File: config.mk
export PLATFORM = sky130hd
export DESIGN_NAME = card_mux_regs
export DESIGN_NICKNAME = d
export VERILOG_FILES = /design/src/rtl/card_mux_pkg.sv /design/src/rtl/card_mux_bus_if.sv /design/src/rtl/card_mux_i2c_slave.sv /design/src/rtl/card_mux_regs.sv
export SDC_FILE = /design/constraint.sdc
export NUM_CORES = 1
export LEC_CHECK = 0
export BUFFER_PORTS_ARGS = -buffer_cell sky130_fd_sc_hd__buf_2
export CAP_MARGIN = 0
export CORE_ASPECT_RATIO = 1.2
export CORE_MARGIN = 1.5
export CORE_UTILIZATION = 25
export DETAILED_ROUTE_END_ITERATION = 8
export HOLD_SLACK_MARGIN = 0.05
export PLACE_DENSITY = 0.47
export SLEW_MARGIN = 20
export SYNTH_ARGS = -nofsm -noshare
export SYNTH_HDL_FRONTEND = slang
export SYNTH_SLANG_ARGS = --single-unit
File: constraint.sdc
create_clock -name core_clk -period 9.4 [get_ports core_clk]
set_clock_uncertainty 0.15 [all_clocks]
set_input_delay 1.88 -clock core_clk [delete_from_list [all_inputs] [get_ports core_clk]]
set_output_delay 1.88 -clock core_clk [all_outputs]
set_load 0.02 [all_outputs]
File: src/rtl/card_mux_pkg.sv
/*
  constants shared by the register bank of the dual card multiplexer.
  assumes an i2c slave core that presents byte-wide register accesses.

*/
package card_mux_pkg;
  localparam logic [7:0] ADDR_HW_REV = 8'h00;
  localparam logic [7:0] ADDR_SW_REV = 8'h01;
  localparam logic [7:0] ADDR_STATUS = 8'h04;
  localparam logic [7:0] ADDR_SLOT_CTRL = 8'h08;
  localparam logic [7:0] ADDR_BAT_DEB = 8'h0a;
  localparam logic [7:0] ADDR_SDN_DEB = 8'h0b;
  localparam logic [7:0] ADDR_RSVD = 8'h0c;
  localparam logic [7:0] ADDR_CLK_CTRL = 8'h0d;
  localparam logic [7:0] ADDR_DEV_CTRL = 8'h0e;
  localparam logic [7:0] ADDR_TEST_LO = 8'h10;
  localparam logic [7:0] ADDR_TEST_HI = 8'h14;
  localparam logic [7:0] ADDR_PULL_CFG = 8'h15;
  localparam logic [7:0] RST_DEB = 8'h04;
  localparam logic [7:0] RST_ZERO = 8'h00;
  // arbitrary neutral identity values
  localparam logic [3:0] MAKER_CODE = 4'h5;
  localparam logic [3:0] HW_REV_CODE = 4'h1;
  localparam logic [7:0] SW_REV_CODE = 8'h03;
  // 7-bit slave address base; bit 0 comes from the strap
  localparam logic [6:0] SLAVE_ADDR_BASE = 7'h2a;
  // control field positions
  localparam int SLOT1_REG_EN = 0;
  localparam int SLOT1_STATE_LO = 2;
  localparam int SLOT2_REG_EN = 4;
  localparam int SLOT2_STATE_LO = 6;
  localparam int BAT_IRQ_EN = 2;
  localparam int SDN_IRQ_EN = 5;
  localparam logic [1:0] SLOT_DOWN = 2'h0;
  // status byte field positions
  localparam int STAT_SDN_FLAG = 1;
  localparam int STAT_BAT_FLAG = 3;
  localparam int STAT_SLOT1_LO = 4;
  localparam int STAT_SLOT2_LO = 6;
endpackage

File: src/rtl/card_mux_bus_if.sv
/*
  byte register access bundle between the i2c slave and the bank.
  assumes one clock domain; strobes are one-cycle pulses.
*/
`timescale 1ns/1ns
`default_nettype none
interface card_mux_bus_if;
  logic wr_stb; // one-cycle write
  logic rd_stb; // one-cycle read, pulsed the cycle after the data is sampled
  logic [7:0] addr;
  logic [7:0] wdata; // write data; during a read pulse, the byte just fetched for sending
  logic [7:0] rdata;
  logic [6:0] slave_addr; // address the slave answers to
  modport bank (input wr_stb, rd_stb, addr, wdata, output rdata, slave_addr);
  modport slave (output wr_stb, rd_stb, addr, wdata, input rdata, slave_addr);
endinterface
`default_nettype wire

File: src/rtl/card_mux_i2c_slave.sv
/*
  i2c slave: address byte, register pointer byte, then data bytes.
  assumes pins already passed through two flip-flops; pointer auto-increments.
*/
`timescale 1ns/1ns
`default_nettype none
module card_mux_i2c_slave
  import card_mux_pkg::*;
(
  input wire logic core_clk,
  input wire logic sys_rst,
  input wire logic scl_s,
  input wire logic sda_s,
  output logic sda_oe,
  card_mux_bus_if.slave bus
);
  typedef enum logic [4:0] {
    IDLE = 5'b00001, ADDR = 5'b00010, ACK = 5'b00100, WRB = 5'b01000, RDB = 5'b10000
  } phase_t;
  typedef struct packed {
    phase_t ph;
    logic scl_d;
    logic sda_d;
    logic [3:0] bitn;
    logic [7:0] sh;
    logic rd_mode; // transfer is a read
    logic have_ptr; // pointer byte already received
    logic drive; // sda low
    logic ackd; // ack slot after a data byte we sent
    logic [7:0] ptr;
    logic wr;
    logic rd;
  } st_t;
  st_t s, next_s;
  logic rise, fall, start, stop;
  // edge and condition detection on already synchronised pins
  always_comb
  begin
    rise = scl_s & ~s.scl_d;
    fall = ~scl_s & s.scl_d;
    start = scl_s & s.scl_d & s.sda_d & ~sda_s;
    stop = scl_s & s.scl_d & ~s.sda_d & sda_s;
  end
  // protocol sequencing
  always_comb
  begin
    next_s = s;
    next_s.scl_d = scl_s;
    next_s.sda_d = sda_s;
    next_s.wr = 1'b0;
    next_s.rd = 1'b0;
    if (start)
    begin
      next_s.ph = ADDR;
      next_s.bitn = 4'h0;
      next_s.drive = 1'b0;
      next_s.have_ptr = 1'b0;
    end
    else if (stop)
    begin
      next_s.ph = IDLE;
      next_s.drive = 1'b0;
    end
    else
    begin
      unique case (s.ph)
        IDLE: next_s.drive = 1'b0;
        ADDR, WRB:
        begin
          if (rise)
          begin
            next_s.sh = {s.sh[6:0], sda_s};
            next_s.bitn = s.bitn + 4'h1;
          end
          if (fall && s.bitn == 4'h8)
          begin
            next_s.bitn = 4'h0;
            next_s.ackd = 1'b0;
            if (s.ph == ADDR)
            begin
              // only our address gets an ack
              if (s.sh[7:1] == bus.slave_addr)
              begin
                next_s.rd_mode = s.sh[0];
                next_s.drive = 1'b1;
                next_s.ph = ACK;
              end
              else
                next_s.ph = IDLE;
            end
            else
            begin
              next_s.drive = 1'b1;
              next_s.ph = ACK;
              if (!s.have_ptr)
              begin
                next_s.ptr = s.sh;
                next_s.have_ptr = 1'b1;
              end
              else
              begin
                next_s.wr = 1'b1;
                next_s.ptr = s.ptr + 8'h01;
              end
            end
          end
        end
        ACK:
        begin
          if (fall)
          begin
            if (s.ackd && sda_s)
            begin
              // master nack ends the read
              next_s.drive = 1'b0;
              next_s.ph = IDLE;
            end
            else if (s.rd_mode)
            begin
              // read pulse lets the bank clear the status flags that the fetched byte carried
              next_s.rd = 1'b1;
              next_s.sh = bus.rdata;
              next_s.ptr = s.ptr + 8'h01;
              next_s.drive = ~bus.rdata[7];
              next_s.ph = RDB;
            end
            else
            begin
              next_s.drive = 1'b0;
              next_s.ph = WRB;
            end
          end
          else if (rise && s.ackd)
            next_s.drive = 1'b0;
        end
        RDB:
        begin
          if (fall)
          begin
            next_s.bitn = s.bitn + 4'h1;
            next_s.sh = {s.sh[6:0], 1'b0};
            next_s.drive = ~s.sh[6];
            if (s.bitn == 4'h7)
            begin
              next_s.drive = 1'b0;
              next_s.ackd = 1'b1;
              next_s.bitn = 4'h0;
              next_s.ph = ACK;
            end
          end
        end
        default: next_s.ph = IDLE;
      endcase
    end
  end
  // state register
  always_ff @(posedge core_clk)
  begin
    if (sys_rst)
    begin
      s <= '0;
      s.ph <= IDLE;
      s.scl_d <= 1'b1;
      s.sda_d <= 1'b1;
    end
    else
      s <= next_s;
  end
  assign sda_oe = s.drive;
  assign bus.wr_stb = s.wr;
  assign bus.rd_stb = s.rd;
  // both strobes come after the pointer has moved on, so they name the previous place
  assign bus.addr = (s.wr || s.rd) ? s.ptr - 8'h01 : s.ptr;
  assign bus.wdata = s.sh;
endmodule
`default_nettype wire

File: src/rtl/card_mux_regs.sv
/*
  register bank of the dual card multiplexer: revision, status with
  debounced shutdown and battery sense, slot control and configuration.
  assumes the 32 khz tick and pins are raw; they are synchronised here.
*/
`timescale 1ns/1ns
`default_nettype none
module card_mux_regs
  import card_mux_pkg::*;
(
  input wire logic core_clk,
  input wire logic sys_rst,
  input wire logic tick_32k,
  input wire logic shutdown_request_input,
  input wire logic battery_sense_input,
  input wire logic scl_in,
  input wire logic sda_in,
  output logic sda_oe,
  input wire logic irq_in,
  output logic irq_out,
  output logic irq_oe,
  output logic [7:0] slot_control,
  output logic [7:0] device_control,
  output logic [7:0] clock_control,
  output logic [7:0] pull_config
);
  import card_mux_pkg::*;
  card_mux_bus_if bus ();
  typedef struct packed {
    logic [1:0] sdn_sy, bat_sy, scl_sy, sda_sy, tk_sy, irq_sy; // two-stage synchronisers
    logic tk_d;
    logic strapped; // address strap caught after release
    logic [1:0] strap_dly; // lets the pin synchroniser fill before the strap is taken
    logic addr_bit;
    logic [7:0] sdn_cnt, bat_cnt; // debounce counters
    logic sdn_run, bat_run;
    logic sdn_ref, bat_ref; // level being debounced
    logic sdn_stat, sdn_flag, bat_stat, bat_flag;
    logic [7:0] ctrl, bat_deb, sdn_deb, rsvd, clk_ctl, dev_ctl, pulls;
    logic [ADDR_TEST_HI - ADDR_TEST_LO:0][7:0] test; // packed so it fits the state struct
    logic irq;
    logic [7:0] rdata;
  } st_t;
  st_t s, next_s;
  logic sdn_exp, bat_exp, tick;

  function automatic logic [1:0] slot_view(input logic en, input logic [1:0] state);
    return en ? state : SLOT_DOWN;
  endfunction

  card_mux_i2c_slave u_slave (
    .core_clk(core_clk),
    .sys_rst(sys_rst),
    .scl_s(s.scl_sy[1]),
    .sda_s(s.sda_sy[1]),
    .sda_oe(sda_oe),
    .bus(bus)
  );

  // status byte assembled from live state
  function automatic logic [7:0] status_byte(input st_t c);
    return {slot_view(c.ctrl[SLOT2_REG_EN], c.ctrl[SLOT2_STATE_LO +: 2]),
            slot_view(c.ctrl[SLOT1_REG_EN], c.ctrl[SLOT1_STATE_LO +: 2]),
            c.bat_flag, c.bat_stat, c.sdn_flag, c.sdn_stat};
  endfunction

  // next state
  always_comb
  begin
    next_s = s;
    next_s.sdn_sy = {s.sdn_sy[0], shutdown_request_input};
    next_s.bat_sy = {s.bat_sy[0], battery_sense_input};
    next_s.scl_sy = {s.scl_sy[0], scl_in};
    next_s.sda_sy = {s.sda_sy[0], sda_in};
    next_s.tk_sy = {s.tk_sy[0], tick_32k};
    next_s.irq_sy = {s.irq_sy[0], irq_in};
    next_s.tk_d = s.tk_sy[1];
    tick = s.tk_sy[1] & ~s.tk_d;
    // strap the slave address once the synchroniser holds real pin samples
    next_s.strap_dly = {s.strap_dly[0], 1'b1};
    if (!s.strapped && s.strap_dly[1])
    begin
      next_s.strapped = 1'b1;
      next_s.addr_bit = s.irq_sy[1];
    end
    // shutdown debounce: restart on any change, expiry captures level
    sdn_exp = 1'b0;
    if (s.sdn_sy[1] != s.sdn_ref)
    begin
      next_s.sdn_ref = s.sdn_sy[1];
      next_s.sdn_cnt = s.sdn_deb;
      next_s.sdn_run = 1'b1;
      sdn_exp = (s.sdn_deb == 8'h00);
      if (sdn_exp)
        next_s.sdn_run = 1'b0;
    end
    else if (s.sdn_run && tick)
    begin
      if (s.sdn_cnt <= 8'h01)
      begin
        sdn_exp = 1'b1;
        next_s.sdn_run = 1'b0;
      end
      else
        next_s.sdn_cnt = s.sdn_cnt - 8'h01;
    end
    // battery debounce counts only while sense reports absence
    bat_exp = 1'b0;
    if (s.bat_sy[1] != s.bat_ref)
    begin
      next_s.bat_ref = s.bat_sy[1];
      next_s.bat_cnt = s.bat_deb;
      next_s.bat_run = s.bat_sy[1];
      if (!s.bat_sy[1])
        next_s.bat_stat = 1'b0; // battery back
      else if (s.bat_deb == 8'h00)
      begin
        bat_exp = 1'b1;
        next_s.bat_run = 1'b0;
      end
    end
    else if (s.bat_run && tick)
    begin
      if (s.bat_cnt <= 8'h01)
      begin
        bat_exp = 1'b1;
        next_s.bat_run = 1'b0;
      end
      else
        next_s.bat_cnt = s.bat_cnt - 8'h01;
    end
    // read data and read-to-clear
    next_s.rdata = RST_ZERO;
    unique case (bus.addr)
      ADDR_HW_REV: next_s.rdata = {MAKER_CODE, HW_REV_CODE};
      ADDR_SW_REV: next_s.rdata = SW_REV_CODE;
      ADDR_STATUS: next_s.rdata = status_byte(s);
      ADDR_SLOT_CTRL: next_s.rdata = s.ctrl;
      ADDR_BAT_DEB: next_s.rdata = s.bat_deb;
      ADDR_SDN_DEB: next_s.rdata = s.sdn_deb;
      ADDR_RSVD: next_s.rdata = s.rsvd;
      ADDR_CLK_CTRL: next_s.rdata = s.clk_ctl;
      ADDR_DEV_CTRL: next_s.rdata = s.dev_ctl;
      ADDR_PULL_CFG: next_s.rdata = s.pulls;
      default:
        if (bus.addr >= ADDR_TEST_LO && bus.addr <= ADDR_TEST_HI)
          next_s.rdata = s.test[3'(bus.addr - ADDR_TEST_LO)];
    endcase
    // only flags that went out in the fetched byte are cleared; read data lags the
    // flags by a cycle, so an event after the fetch must survive the clear
    if (bus.rd_stb && bus.addr == ADDR_STATUS)
    begin
      if (bus.wdata[STAT_SDN_FLAG])
        next_s.sdn_flag = 1'b0;
      if (bus.wdata[STAT_BAT_FLAG])
        next_s.bat_flag = 1'b0;
    end
    // set wins over the read clear
    if (sdn_exp)
    begin
      next_s.sdn_stat = s.sdn_sy[1];
      next_s.sdn_flag = 1'b1;
    end
    if (bat_exp && !s.bat_stat)
    begin
      next_s.bat_stat = 1'b1;
      next_s.bat_flag = 1'b1;
    end
    // register writes; a debounce update restarts a running count
    if (bus.wr_stb)
    begin
      unique case (bus.addr)
        ADDR_SLOT_CTRL: next_s.ctrl = bus.wdata;
        ADDR_BAT_DEB:
        begin
          next_s.bat_deb = bus.wdata;
          if (s.bat_run)
            next_s.bat_cnt = bus.wdata;
        end
        ADDR_SDN_DEB:
        begin
          next_s.sdn_deb = bus.wdata;
          if (s.sdn_run)
            next_s.sdn_cnt = bus.wdata;
        end
        ADDR_RSVD: next_s.rsvd = bus.wdata;
        ADDR_CLK_CTRL: next_s.clk_ctl = bus.wdata;
        ADDR_DEV_CTRL: next_s.dev_ctl = bus.wdata;
        ADDR_PULL_CFG: next_s.pulls = bus.wdata;
        default:
          if (bus.addr >= ADDR_TEST_LO && bus.addr <= ADDR_TEST_HI)
            next_s.test[3'(bus.addr - ADDR_TEST_LO)] = bus.wdata;
      endcase
    end
    // interrupt pin is open-drain, asserted low while an enabled flag stands
    next_s.irq = (next_s.sdn_flag & s.dev_ctl[SDN_IRQ_EN]) |
                 (next_s.bat_flag & s.dev_ctl[BAT_IRQ_EN]);
  end

  // state register
  always_ff @(posedge core_clk)
  begin
    if (sys_rst)
    begin
      s <= '0;
      // bus pins idle high; a zero here would show the slave a false edge
      s.scl_sy <= '1;
      s.sda_sy <= '1;
      s.bat_deb <= RST_DEB;
      s.sdn_deb <= RST_DEB;
    end
    else
      s <= next_s;
  end

  assign bus.rdata = s.rdata;
  assign bus.slave_addr = {SLAVE_ADDR_BASE[6:1], s.addr_bit};
  assign irq_out = 1'b0;
  assign irq_oe = s.irq;
  assign slot_control = s.ctrl;
  assign device_control = s.dev_ctl;
  assign clock_control = s.clk_ctl;
  assign pull_config = s.pulls;

  // a shutdown expiry must leave the flag set next cycle
  sdn_flag_set_a: assert property (@(posedge core_clk) disable iff (sys_rst)
    sdn_exp |=> s.sdn_flag) else $error("shutdown flag not set");
  // a status read that reported the battery flag clears it unless a new event lands
  bat_clear_a: assert property (@(posedge core_clk) disable iff (sys_rst)
    (bus.rd_stb && bus.addr == ADDR_STATUS && bus.wdata[STAT_BAT_FLAG] && !bat_exp) |=> !s.bat_flag)
    else $error("battery flag not cleared");
  // same for the shutdown flag
  sdn_clear_a: assert property (@(posedge core_clk) disable iff (sys_rst)
    (bus.rd_stb && bus.addr == ADDR_STATUS && bus.wdata[STAT_SDN_FLAG] && !sdn_exp) |=> !s.sdn_flag)
    else $error("shutdown flag not cleared");
  // regulator off forces slot one down in the read data
  slot_down_a: assert property (@(posedge core_clk) disable iff (sys_rst)
    (bus.addr == ADDR_STATUS && !s.ctrl[SLOT1_REG_EN]) |=> s.rdata[STAT_SLOT1_LO +: $bits(SLOT_DOWN)] == SLOT_DOWN)
    else $error("slot one not down");
  // regulator off forces slot two down in the read data
  slot_two_down_a: assert property (@(posedge core_clk) disable iff (sys_rst)
    (bus.addr == ADDR_STATUS && !s.ctrl[SLOT2_REG_EN]) |=> s.rdata[STAT_SLOT2_LO +: $bits(SLOT_DOWN)] == SLOT_DOWN)
    else $error("slot two not down");
  // the revision byte never changes, maker nibble included
  maker_code_a: assert property (@(posedge core_clk) disable iff (sys_rst)
    bus.addr == ADDR_HW_REV |=> s.rdata == {MAKER_CODE, HW_REV_CODE})
    else $error("hardware revision changed");
endmodule
`default_nettype wire

==> metrics.cfg <==
[setup_path]
r2r_start=u_slave.bus.wr_stb
cp-end-kind=register
start_kind=register
required_ns=9.54
crit_fanout=27
r2r_end=s[116]
r2r_cells=7
worstPathArrival_ns=4.37
r2r_setup_slack_ns=5.17
critPathKind=register to register

[cells_and_area]
synthToLayoutAreaGrowth_pct=10.5
fin_util_pct=27.9
nets=1079
final_area_mm2=0.0100
n_antenna_cell=0
final_cells=1544
final_layout_size_suffix_gt1_share_pct=10.3

[floorplanning]
die_x_um=177
num_rows=76
die_h_um=212
core_area_mm2=0.0358
io_pins=43
initial_utilization_pct=25.3
dieArea_mm2=0.0374

[power_and_ir_drop]
p_comb_share_pct=3.0
power.total_mw=1.57
powerDensity_mw_per_mm2=157
ir_drop_mv=0.102
p_int_mw=1.19
leakage_nw=3.83
p_clk_share_pct=47.9
switchingPower_mw=0.387
seq_power_share_pct=49.1
swShare_pct=24.6

[clocking]
cts_max_level=4
cts_setup_buffers=0
clk_pin_slew_worst_paths_ns=0.08
worstSkewPairLatency_ns=0.44
cts_buffer_depth=2
cts_hold_buffers=0
clock_sinks=179
cts_resized=0
root_buffer=clkbuf_16
cts_buffers=17
cts_tree=built

[logic_synthesis]
synthFlopType=dfxtp_1
syn_inst=1095
syn_area_mm2=0.00907
ys_warn_count=0
synth-seq-cells=179
seq_area_frac_synth_pct=39.5
synth.distinct_cells=71
syn-num-nets=1111
avgSynthCellArea_um2=8.28
synth_edf_count=0
synthArstFlopShare_pct=0

[timing]
fin_crit_sh_pct=45.0
final-hold-violation-count=0
relSlewSlack_pct=25.3
fin_crit_ns=4.23
drv_slew=0
max_freq_mhz=236
rsz0062_at_grt=false
tightest_slew_ns=1.12
finalSetupViolations=0
whs_ns=0.271
setup_slack_ns=5.17
fin_setup_tns_ns=0

[min_path]
hold_depth=1
min-delay-start=next_s[139]
min_to=s[139]
hp-class=register to register

[placement]
dp_hpwl_um=18700
io_buffers=41
dp_slack_ns=5.17
gp_congestion=0.808
placed_cells=1512
place_area_mm2=0.00940

[global_route]
antenna_found_initial=0
grt_pass1_vias=7358
grt_usage_pct=15.0
overflow=0
grt_pass1_wl_um=43500
grt_max_degree=87

[route]
drtAntennaViolNets=0
via_count=7625
drc_errors=0
drt-total-wl_um=27600
wire_per_inst_um=17.8
drt_iter0_markers=613
first_pass_iters=5
viasPerCell=4.94

[job]
drv_cap=0

[status]
outcome=finished, final reports clean

==> kinds of logic after synthesis <==
group	count (synthesis)	synth area share [%]
compound gates	212	15.4
xor+xnor	30	2.98
fa+ha+maj	8	1.10
buf+inv	119	6.59
flops	179	39.5
mux	99	11.0
other cells	1	0.0413
simple gates	447	23.5
==> cell usage in the layout (no fill, tap or decap), drive strengths merged, types with 4 or more instances in the layout <==
master  instances
a211oi         15
a21oi          70
a221o           4
a221oi         13
a22o            4
a22oi          17
a31oi           9
and3           12
buf            51
clkbuf         17
clkinv          4
dfxtp         179
ha              8
inv            25
mux2i          96
nand2         136
nand2b          9
nand3          32
nand3b          4
nand4           8
nand4b          5
nor2          150
nor2b          18
nor3           28
nor4           12
o211ai         12
o21a            5
o21ai          33
o221ai          4
o22ai           5
or2            12
or3             8
xnor2          18
xor2           12
==> how the worst max path moves through the flow <==
| stage | start | end | slack [ns] | cells past startpoint |
|---|---|---|---|---|
| floorplan | u_slave.s[2] | s[113] | 6.19 | 12 |
| global placement | u_slave.bus.wr_stb | s[114] | 5.22 | 7 |
| detailed placement | u_slave.bus.wr_stb | s[116] | 5.17 | 7 |
| CTS | u_slave.bus.wr_stb | s[116] | 5.15 | 7 |
| global route | u_slave.bus.wr_stb | s[116] | 4.89 | 7 |
| finish | u_slave.bus.wr_stb | s[116] | 5.17 | 7 |
==> routing by layer <==
metal  vias up  global-route usage [%]  routed length, um
met1      3669                    20.3              13300
li1       3754                       -                  -
met3        39                    2.32                889
met5         -                       0                  0
met4         0                    4.03                541
met2       163                    24.6              12800
==> layout make-up <==
class                   count  area (um^2)
clock inverters            15          186
clock buffers              17          425
inverters                  17         63.8
well taps                 468          586
repair buffers             51          283
multi-input cells         797         4890
flip-flops and latches    179         3590
fillers                  3858        25800
==> cell usage after synthesis (3+ instances only) <==
cell,n,share of area (%)
a211oi_1,15,1.2
a21oi_1,70,3.9
a221o_1,4,0.44
a221oi_1,12,1.2
a22o_1,4,0.39
a22oi_1,16,1.3
a31oi_1,9,0.62
a32o_1,3,0.33
and2_1,3,0.21
and3_1,12,0.83
buf_2,10,0.55
buf_4,33,2.7
clkbuf_1,56,2.3
dfxtp_1,179,40
ha_1,8,1.1
inv_1,16,0.66
mux2_2,3,0.37
mux2i_1,96,11
nand2_1,136,5.6
nand2b_1,9,0.62
nand3_1,32,1.8
nand3b_1,4,0.33
nand4_1,8,0.55
nand4b_1,5,0.48
nor2_1,149,6.2
nor2b_1,18,1.2
nor3_1,23,1.3
nor3_4,4,0.72
nor4_1,10,0.69
o211ai_1,12,0.99
o21a_1,5,0.41
o21ai_0,30,1.7
o21ai_1,3,0.17
o21bai_1,3,0.25
o221ai_1,4,0.39
o22ai_1,5,0.34
or2_1,3,0.21
or2_2,9,0.62
or3_1,8,0.55
xnor2_1,17,1.6
xor2_1,12,1.2
==> worst max-delay path, cell delays in order, from the launching register on <==
cell and delay (ns):
dfxtp_1 0.65, or2_1 0.52, xnor2_1 0.81, nand2_1 0.44, or4b_1 0.89, or2_1 0.42, o211ai_1 0.12, a21oi_1 0.09
==> power groups by stage <==
stage | clock (mW) | combinational (mW) | sequential, mW
final | 0.754 | 0.0467 | 0.774
after CTS | 0.768 | 0.0473 | 0.774
after global placement | 0 | 0.0472 | 0.792
after detailed placement | 0 | 0.0470 | 0.792
after global routing | 0.799 | 0.0527 | 0.775
after floorplan | 0 | 0.0373 | 0.788
(Power assumes the default switching activity.)
